<file path="src/gpio_port_pkg.sv">
// constants and types shared by the port one gpio block
package gpio_port_pkg;

   // ==========================================================
   // types
   typedef logic [7:0] port_byte_t;

   // ==========================================================
   // register byte addresses
   localparam logic [15:0] OFF_PIN_FUNCTION_SELECT = 16'hFFC8;
   localparam logic [15:0] OFF_PORT_OUTPUT_DATA    = 16'hFFD4;
   localparam logic [15:0] OFF_PULLUP_ENABLE       = 16'hFFE0;
   localparam logic [15:0] OFF_PIN_DIRECTION       = 16'hFFE4;
   localparam int          MIN_ADDR_W              = 16;

   // ==========================================================
   // reset and readback values
   localparam port_byte_t  RST_PIN_FUNCTION_SELECT = 8'h00;
   localparam port_byte_t  RST_PORT_OUTPUT_DATA    = 8'h00;
   localparam port_byte_t  RST_PULLUP_ENABLE       = 8'h00;
   localparam port_byte_t  RST_PIN_DIRECTION       = 8'h00;
   localparam port_byte_t  DIRECTION_READBACK      = 8'hFF;
   localparam logic [23:0] READ_PAD                = 24'h000000;

   // ==========================================================
   // function select fields
   localparam int          SEL_EXT_INT_THREE       = 7;
   localparam int          SEL_EXT_INT_TWO         = 6;
   localparam int          SEL_EXT_INT_ONE         = 5;
   localparam int          SEL_PWM_OUT             = 4;
   localparam int          SEL_TIMER_G_INPUT       = 3;
   localparam int          SEL_TIMER_F_HIGH_OUT    = 2;
   localparam int          SEL_TIMER_F_LOW_OUT     = 1;
   localparam int          SEL_WATCH_TIMER_OUT     = 0;
   localparam port_byte_t  ALT_OUTPUT_PINS         = 8'h17;
   localparam port_byte_t  ALT_INPUT_PINS          = 8'hE8;

   // ==========================================================
   // event vector positions
   localparam int          EVT_TIMER_F             = 3;
   localparam int          EVT_TIMER_C             = 2;
   localparam int          EVT_TIMER_B             = 1;
   localparam int          EVT_TIMER_G             = 0;

endpackage : gpio_port_pkg

</file>
<file path="src/pin_mux_if.sv">
// signals between the register side and the pin multiplexer
`timescale 1ns/1ps
interface pin_mux_if;
   import gpio_port_pkg::*;

   port_byte_t  port_output_data;
   port_byte_t  pin_direction;
   port_byte_t  pullup_enable;
   port_byte_t  pin_function_select;
   port_byte_t  pin_level;
   port_byte_t  alt_source;
   port_byte_t  next_pin_out;
   port_byte_t  next_pin_oe;
   port_byte_t  next_pullup;
   logic [3:0]  next_events;

   modport regs (
      output port_output_data, pin_direction, pullup_enable,
      output pin_function_select, pin_level, alt_source,
      input  next_pin_out, next_pin_oe, next_pullup, next_events
   );

   modport mux (
      input  port_output_data, pin_direction, pullup_enable,
      input  pin_function_select, pin_level, alt_source,
      output next_pin_out, next_pin_oe, next_pullup, next_events
   );

endinterface : pin_mux_if

</file>
<file path="src/pin_mux.sv">
// per pin routing of gpio and alternate functions
`timescale 1ns/1ps
module pin_mux (
   pin_mux_if.mux bus
);
   import gpio_port_pkg::*;

   // ==========================================================
   // per pin drive selection
   for (genvar i = 0; i < 8; i++) begin : g_pin
      wire alt_out = ALT_OUTPUT_PINS[i] & bus.pin_function_select[i];
      wire alt_in  = ALT_INPUT_PINS[i] & bus.pin_function_select[i];
      wire gpio    = ~alt_out & ~alt_in;

      // alternate output ignores direction bit
      assign bus.next_pin_oe[i]  = alt_out | (gpio & bus.pin_direction[i]);
      assign bus.next_pin_out[i] = alt_out ? bus.alt_source[i]
                                 : (gpio & bus.port_output_data[i]);
      assign bus.next_pullup[i]  = ~bus.pin_direction[i] & bus.pullup_enable[i];
   end

   // ==========================================================
   // input routing toward interrupt and timer units
   assign bus.next_events[EVT_TIMER_F] = bus.pin_function_select[7]
                                       & bus.pin_level[7];
   assign bus.next_events[EVT_TIMER_C] = bus.pin_function_select[6]
                                       & bus.pin_level[6];
   assign bus.next_events[EVT_TIMER_B] = bus.pin_function_select[5]
                                       & bus.pin_level[5];
   assign bus.next_events[EVT_TIMER_G] = bus.pin_function_select[3]
                                       & bus.pin_level[3];

endmodule : pin_mux

</file>
<file path="src/port_one_gpio.sv">
// port one gpio with pin function multiplexer and wishbone registers
// Summary of operation
// - eight pins, seven down to zero, each usable as input or output
// - output data bit is the level driven on an output pin
// - direction one: data read returns the stored latch bit
// - direction zero: data read returns the sampled pin level
// - direction one makes the pin output, zero makes it input
// - direction and data only set the drive of pins selected as gpio; direction gates pull-up on every pin
// - direction register is write only and reads as all ones
// - pull-up on only when direction zero and pull-up enable one
// - reset clears data, direction, pull-up and function select
// - select bits seven to five route pins as interrupt and timer inputs
// - edge choice for those inputs lives in other units
// - select bits four to zero: pwm, timer input, three timer outputs
`timescale 1ns/1ps
module port_one_gpio #(
   parameter int ADDR_W = 16
) (
   input  wire  logic                      clock,
   input  wire  logic                      sys_rst,
   input  wire  logic                      wb_cyc_i,
   input  wire  logic                      wb_stb_i,
   input  wire  logic                      wb_we_i,
   input  wire  logic [ADDR_W-1:0]         wb_adr_i,
   input  wire  logic [3:0]                wb_sel_i,
   input  wire  logic [31:0]               wb_dat_i,
   output logic       [31:0]               wb_dat_o,
   output logic                            wb_ack_o,
   input  wire  gpio_port_pkg::port_byte_t pin_in,
   output gpio_port_pkg::port_byte_t       pin_out,
   output gpio_port_pkg::port_byte_t       pin_oe,
   output gpio_port_pkg::port_byte_t       pullup_on,
   input  wire  logic                      pwm_source,
   input  wire  logic                      timer_f_high_source,
   input  wire  logic                      timer_f_low_source,
   input  wire  logic                      watch_timer_source,
   output logic                            ext_int_three_select,
   output logic                            ext_int_two_select,
   output logic                            ext_int_one_select,
   output logic                            timer_g_input_select,
   output logic                            timer_f_event_input,
   output logic                            timer_c_event_input,
   output logic                            timer_b_event_input,
   output logic                            timer_g_event_input
);
   import gpio_port_pkg::*;

   // ==========================================================
   // parameter check
   if (ADDR_W < MIN_ADDR_W) begin : g_bad_addr_w
      $error("address width too small for register map");
   end

   localparam logic [ADDR_W-1:0] A_FUNC = ADDR_W'(OFF_PIN_FUNCTION_SELECT);
   localparam logic [ADDR_W-1:0] A_DATA = ADDR_W'(OFF_PORT_OUTPUT_DATA);
   localparam logic [ADDR_W-1:0] A_PULL = ADDR_W'(OFF_PULLUP_ENABLE);
   localparam logic [ADDR_W-1:0] A_DIR  = ADDR_W'(OFF_PIN_DIRECTION);

   // ==========================================================
   // register storage
   port_byte_t port_output_data;
   port_byte_t pin_direction;
   port_byte_t pullup_enable;
   port_byte_t pin_function_select;

   // ==========================================================
   // bus decode
   wire        bus_req  = wb_cyc_i & wb_stb_i & ~wb_ack_o;
   wire        bus_wr   = bus_req & wb_we_i & wb_sel_i[0];
   wire        bus_rd   = bus_req & ~wb_we_i;
   wire        hit_func = (wb_adr_i == A_FUNC);
   wire        hit_data = (wb_adr_i == A_DATA);
   wire        hit_pull = (wb_adr_i == A_PULL);
   wire        hit_dir  = (wb_adr_i == A_DIR);

   // ==========================================================
   // readback selection
   wire [7:0]  port_readback = (pin_direction & port_output_data)
                             | (~pin_direction & pin_in);
   wire [7:0]  read_byte     = hit_func ? pin_function_select
                             : hit_data ? port_readback
                             : hit_pull ? pullup_enable
                             : hit_dir  ? DIRECTION_READBACK
                             : 8'h00;
   wire [31:0] next_dat_o    = bus_rd ? {READ_PAD, read_byte} : wb_dat_o;

   // ==========================================================
   // bus answer: ack one cycle after request, for one cycle
   always_ff @(posedge clock) begin
      if (sys_rst) begin
         wb_ack_o <= 1'b0;
         wb_dat_o <= 32'h00000000;
      end else begin
         wb_ack_o <= bus_req;
         wb_dat_o <= next_dat_o;
      end
   end

   // ==========================================================
   // register writes
   always_ff @(posedge clock) begin
      if (sys_rst) begin
         port_output_data    <= RST_PORT_OUTPUT_DATA;
         pin_direction       <= RST_PIN_DIRECTION;
         pullup_enable       <= RST_PULLUP_ENABLE;
         pin_function_select <= RST_PIN_FUNCTION_SELECT;
      end else if (bus_wr) begin
         if (hit_data) begin
            port_output_data <= wb_dat_i[7:0];
         end
         if (hit_dir) begin
            pin_direction <= wb_dat_i[7:0];
         end
         if (hit_pull) begin
            pullup_enable <= wb_dat_i[7:0];
         end
         if (hit_func) begin
            pin_function_select <= wb_dat_i[7:0];
         end
      end
   end

   // ==========================================================
   // pin multiplexer
   pin_mux_if mux_bus ();

   assign mux_bus.port_output_data    = port_output_data;
   assign mux_bus.pin_direction       = pin_direction;
   assign mux_bus.pullup_enable       = pullup_enable;
   assign mux_bus.pin_function_select = pin_function_select;
   assign mux_bus.pin_level           = pin_in;
   assign mux_bus.alt_source          = {3'b000, pwm_source, 1'b0, timer_f_high_source,
                                         timer_f_low_source, watch_timer_source};

   pin_mux u_pin_mux (
      .bus (mux_bus.mux)
   );

   // ==========================================================
   // registered pin and peripheral outputs
   always_ff @(posedge clock) begin
      if (sys_rst) begin
         pin_out   <= 8'h00;
         pin_oe    <= 8'h00;
         pullup_on <= 8'h00;
      end else begin
         pin_out   <= mux_bus.next_pin_out;
         pin_oe    <= mux_bus.next_pin_oe;
         pullup_on <= mux_bus.next_pullup;
      end
   end

   always_ff @(posedge clock) begin
      if (sys_rst) begin
         ext_int_three_select <= 1'b0;
         ext_int_two_select   <= 1'b0;
         ext_int_one_select   <= 1'b0;
         timer_g_input_select <= 1'b0;
      end else begin
         ext_int_three_select <= pin_function_select[SEL_EXT_INT_THREE];
         ext_int_two_select   <= pin_function_select[SEL_EXT_INT_TWO];
         ext_int_one_select   <= pin_function_select[SEL_EXT_INT_ONE];
         timer_g_input_select <= pin_function_select[SEL_TIMER_G_INPUT];
      end
   end

   always_ff @(posedge clock) begin
      if (sys_rst) begin
         timer_f_event_input <= 1'b0;
         timer_c_event_input <= 1'b0;
         timer_b_event_input <= 1'b0;
         timer_g_event_input <= 1'b0;
      end else begin
         timer_f_event_input <= mux_bus.next_events[EVT_TIMER_F];
         timer_c_event_input <= mux_bus.next_events[EVT_TIMER_C];
         timer_b_event_input <= mux_bus.next_events[EVT_TIMER_B];
         timer_g_event_input <= mux_bus.next_events[EVT_TIMER_G];
      end
   end
endmodule : port_one_gpio

</file>
<file path="config.mk">
export PLATFORM = sky130hd
export DESIGN_NAME = port_one_gpio
export DESIGN_NICKNAME = d
export VERILOG_FILES = /design/src/gpio_port_pkg.sv /design/src/pin_mux_if.sv /design/src/pin_mux.sv /design/src/port_one_gpio.sv
export SDC_FILE = /design/constraint.sdc
export NUM_CORES = 1
export LEC_CHECK = 0
export BUFFER_PORTS_ARGS = -buffer_cell sky130_fd_sc_hd__buf_2
export CAP_MARGIN = 5
export CORE_AREA = 2 2 82 84
export DETAILED_ROUTE_END_ITERATION = 8
export DIE_AREA = 0 0 84 86
export MAX_ROUTING_LAYER = met4
export PLACE_DENSITY = 0.9
export SYNTH_ARGS = -nofsm -noshare
export SYNTH_HDL_FRONTEND = slang
export SYNTH_HIERARCHICAL = 1
export SYNTH_SLANG_ARGS = --single-unit
export TNS_END_PERCENT = 10
</file>
<file path="constraint.sdc">
create_clock -name clock -period 2.58 [get_ports clock]
set_clock_uncertainty 0.1 [all_clocks]
set_input_delay 0.129 -clock clock [delete_from_list [all_inputs] [get_ports clock]]
set_output_delay 0.129 -clock clock [all_outputs]
set_load 0.05 [all_outputs]
</file>
==> metrics.txt <==
CTS H-tree lvls=3; Die X-Extent=84 um; gate count after technology mapping=310; total number of clock tree sinks=73; cell leakage power=1.91 nW; multi-input logic area=1570 sq um; TritonCTS buffer count=9; placement-stage worst setup slack=0.441 ns; sequential cell area fraction in the yosys report=0.463; number of cell instances on the worst register-to-register path=5; arrival time at the worst endpoint=2.20 ns; max-slew headroom at the worst pin=0.542; Ant. Diodes=0; Tcrit/Tclk final=0.809; CTS tree=built; Final Instance Area=3890 sq um; first-pass GRT wire length=10700 um; Fin Setup TNS=0 ns; P per Cell Area=607 nW/um^2; Ports=134; WP data required=2.69 ns; primary flip-flop cell chosen by synthesis mapping=sky130_fd_sc_hd__dfxtp_1; via count of the routed design=2434; total DRC errors in the routed layout=0; via count of the first global-routing pass=2284; placeable core region=6280 sq um; fill cell instance count of the final layout=518; Reg-to-Reg Start=wb_ack_o$_SDFF_PP0_; number of antenna violations at the first check in global routing=0; final HPWL from detailed placement=4750 um; total of max-cap violations=0; setup slack of the most critical reg-to-reg path=0.49 ns; type of origin of the critical path=flip-flop; cell type with the largest total area after synthesis=sky130_fd_sc_hd__dfxtp_1; kind of path behind the tightest hold check=in2reg; number of endpoints failing setup at the final stage=0; critical path class=reg2reg; floorplan die area=7220 sq um; Crit Path Max Fanout=8; Yosys reg bits=73; worst min-delay path startpoint=timer_f_low_source; post-route worst setup slack=0.492 ns; slew at the pin with the worst max-slew slack=0.687 ns; insertion delay to the later sink of the worst-skew pair=0.35 ns; number of warnings issued by yosys=6; weighted congestion reported at the end of routability-driven placement=0.783; Worst R2R End=mux_bus.pin_direction[7]$_SDFFE_PP0P_; detailed-routing iteration count for the pre-antenna-repair pass=4; number of DRC markers in iteration 0=123; IO Port Bufs=82; area added between synthesis and finish=23.1%; worst vdd ir=0.526 mV; number of buffers added for setup after CTS=0; non-filler instance count after layout=487; Die Y=86 um; Cell variety after synth=36; mean post-synth cell area=10.2 sq um; area of the mapped netlist=3160 sq um; CP Capture Type=flip-flop; dominant cell by count in the synthesized netlist=sky130_fd_sc_hd__dfxtp_1; clock transition at the register clock pins on the worst setup and hold paths after CTS=0.07 ns; Post-synth EDFFs=0; count of instances resized after the clock tree is built=0; most frequent cells after synthesis=73 x sky130_fd_sc_hd__dfxtp_1, 48 x sky130_fd_sc_hd__nor2b_1, 45 x sky130_fd_sc_hd__nor2_1, 40 x sky130_fd_sc_hd__mux2i_1, 24 x sky130_fd_sc_hd__buf_4; leftover overflow at the end of global routing=0; sum of routed wire length over all layers=6680 um; core occupancy in the finished layout=0.619; number of standard-cell rows in the floorplan=29; via/cell ratio=5.00; pin count of the biggest net entering global routing=39; run status=complete, no violations; Starting Density=0.503; terminating pin of the worst hold path=pin_out[1]$_SDFF_PP0_; Routed wire per std cell=13.7 um; unrepaired setup endpoints after global routing=false; placed standard-cell area=3580 sq um; share of the synthesized area in the top cell type=0.463; Clk Tree Root Cell=sky130_fd_sc_hd__clkbuf_8; post-synthesis async set-or-reset flop share=0; post-placement cell count=463; Post-DRT Antenna Nets=0; Synth area leaders=sky130_fd_sc_hd__dfxtp_1 46%, sky130_fd_sc_hd__mux2i_1 13%, sky130_fd_sc_hd__nor2b_1 9.5%; post-layout minimum cycle time=2.09 ns; FF+latch area=1460 sq um; maximum clock frequency=479 MHz; max-slew violation count=0; layout cells sized above 1=0.317; number of hold-slack violations in the final timing report=0; count of nets after finishing=474; Clock Path Buffers=2; cell depth of the worst min-delay path=3; total routing usage reported by global routing=0.195
==> worst max-delay path by stage <==
stage                              from                                           to  slack (ns)  cells after the start
finish              wb_ack_o$_SDFF_PP0_        mux_bus.pin_direction[7]$_SDFFE_PP0P_        0.49                      5
global route        wb_ack_o$_SDFF_PP0_        mux_bus.pin_direction[7]$_SDFFE_PP0P_        0.26                      5
CTS                 wb_ack_o$_SDFF_PP0_        mux_bus.pin_direction[7]$_SDFFE_PP0P_        0.52                      5
detailed placement          wb_adr_i[1]     mux_bus.port_output_data[5]$_SDFFE_PP0P_        0.44                      6
global placement            wb_adr_i[1]     mux_bus.port_output_data[7]$_SDFFE_PP0P_        0.47                      6
floorplan           wb_ack_o$_SDFF_PP0_  mux_bus.pin_function_select[6]$_SDFFE_PP0P_        0.57                      6
==> report_power, final <==
part / internal (mW) / switching (mW) / leakage [nW]
clock: 0.593 / 0.413 / 0.115
combinational: 0.0525 / 0.163 / 1.21
sequential: 1.13 / 0.00412 / 0.589
==> registers in the layout (all words and copies together) (netlist names), 8 cells and up <==
name and flops:
pin_out 8, pullup_on 8, mux_bus.pin_function_select 8, wb_dat_o 8, mux_bus.pullup_enable 8, pin_oe 8
mux_bus.pin_direction 8, mux_bus.port_output_data 8
==> layout by cell type, fill, tap and decap left out <==
master	synthesis	layout
sky130_fd_sc_hd__clkinv_2	0	2
sky130_fd_sc_hd__bufinv_16	0	2
sky130_fd_sc_hd__nor4_4	3	3
sky130_fd_sc_hd__or2_2	4	4
sky130_fd_sc_hd__nand3b_1	1	1
sky130_fd_sc_hd__mux2_4	4	4
sky130_fd_sc_hd__buf_2	1	82
sky130_fd_sc_hd__o21bai_1	1	1
sky130_fd_sc_hd__nor2b_1	48	48
sky130_fd_sc_hd__nand2_1	3	3
sky130_fd_sc_hd__or4_1	1	1
sky130_fd_sc_hd__a2111o_1	1	1
sky130_fd_sc_hd__nand2_2	1	1
sky130_fd_sc_hd__nor4bb_2	0	1
sky130_fd_sc_hd__buf_4	24	6
sky130_fd_sc_hd__dfxtp_1	73	73
sky130_fd_sc_hd__or4bb_2	1	1
sky130_fd_sc_hd__nand4b_1	3	3
sky130_fd_sc_hd__nand4_2	2	2
sky130_fd_sc_hd__or4b_4	1	1
sky130_fd_sc_hd__nor4_1	1	1
sky130_fd_sc_hd__nor3_1	3	3
sky130_fd_sc_hd__a2111oi_4	1	1
sky130_fd_sc_hd__a21oi_1	14	14
sky130_fd_sc_hd__conb_1	1	24
sky130_fd_sc_hd__clkinvlp_4	0	1
sky130_fd_sc_hd__mux2i_1	40	40
sky130_fd_sc_hd__and3_1	1	1
sky130_fd_sc_hd__or2_1	1	1
sky130_fd_sc_hd__a21o_2	2	2
sky130_fd_sc_hd__clkbuf_8	0	11
sky130_fd_sc_hd__nor2_1	45	45
sky130_fd_sc_hd__a211o_1	5	5
sky130_fd_sc_hd__and2_1	4	4
sky130_fd_sc_hd__or4b_2	1	1
sky130_fd_sc_hd__o21ai_0	1	1
sky130_fd_sc_hd__a221oi_1	2	2
sky130_fd_sc_hd__dlygate4sd3_1	0	8
sky130_fd_sc_hd__a211oi_2	5	5
==> layout make-up <==
class | count | area share
multi-input combinational | 225 | 0.403
sequential | 73 | 0.376
timing repair buffer | 96 | 0.138
clock buffer | 11 | 0.0389
tap | 77 | 0.0248
clock inverter | 5 | 0.0199
==> per-layer routing <==
layer | global-route usage | up-vias | routed length [um]
met5 | - | - | 0
li1 | - | 1197 | -
met4 | 0.0865 | 0 | 125
met2 | 0.326 | 90 | 3420
met1 | 0.215 | 1135 | 2720
met3 | 0.0606 | 12 | 413
==> kinds of logic after synthesis <==
group | count (synthesis) | share of synthesized area
buf+inv | 35 | 0.0705
simple gates | 125 | 0.237
flops | 73 | 0.463
other cells | 1 | 0.00119
compound gates | 32 | 0.0832
mux | 44 | 0.146
==> stage by stage <==
step	power, mW	hold slack, ns
4_1_cts	2.37	0.00150
5_1_grt	2.43	0.0358
6_report	2.36	0.0140
3_5_place_dp	1.37	0.328
3_3_place_gp	1.36	0.306
2_1_floorplan	1.34	0.173
==> worst max-delay path, cell delays in order (launching register included) <==
cell,delay (ns)
sky130_fd_sc_hd__dfxtp_1,0.31
sky130_fd_sc_hd__nand3b_1,0.22
sky130_fd_sc_hd__nor4_1,0.48
sky130_fd_sc_hd__nand2_1,0.50
sky130_fd_sc_hd__mux2i_1,0.29
sky130_fd_sc_hd__nor2_1,0.05
==> timing repair <==
action                                  CTS  global route
endpoints found under the setup margin    0             0
hold buffers                              8             0
hold endpoints to repair                 32             0
Note: power is estimated with default switching activity, not from simulation.
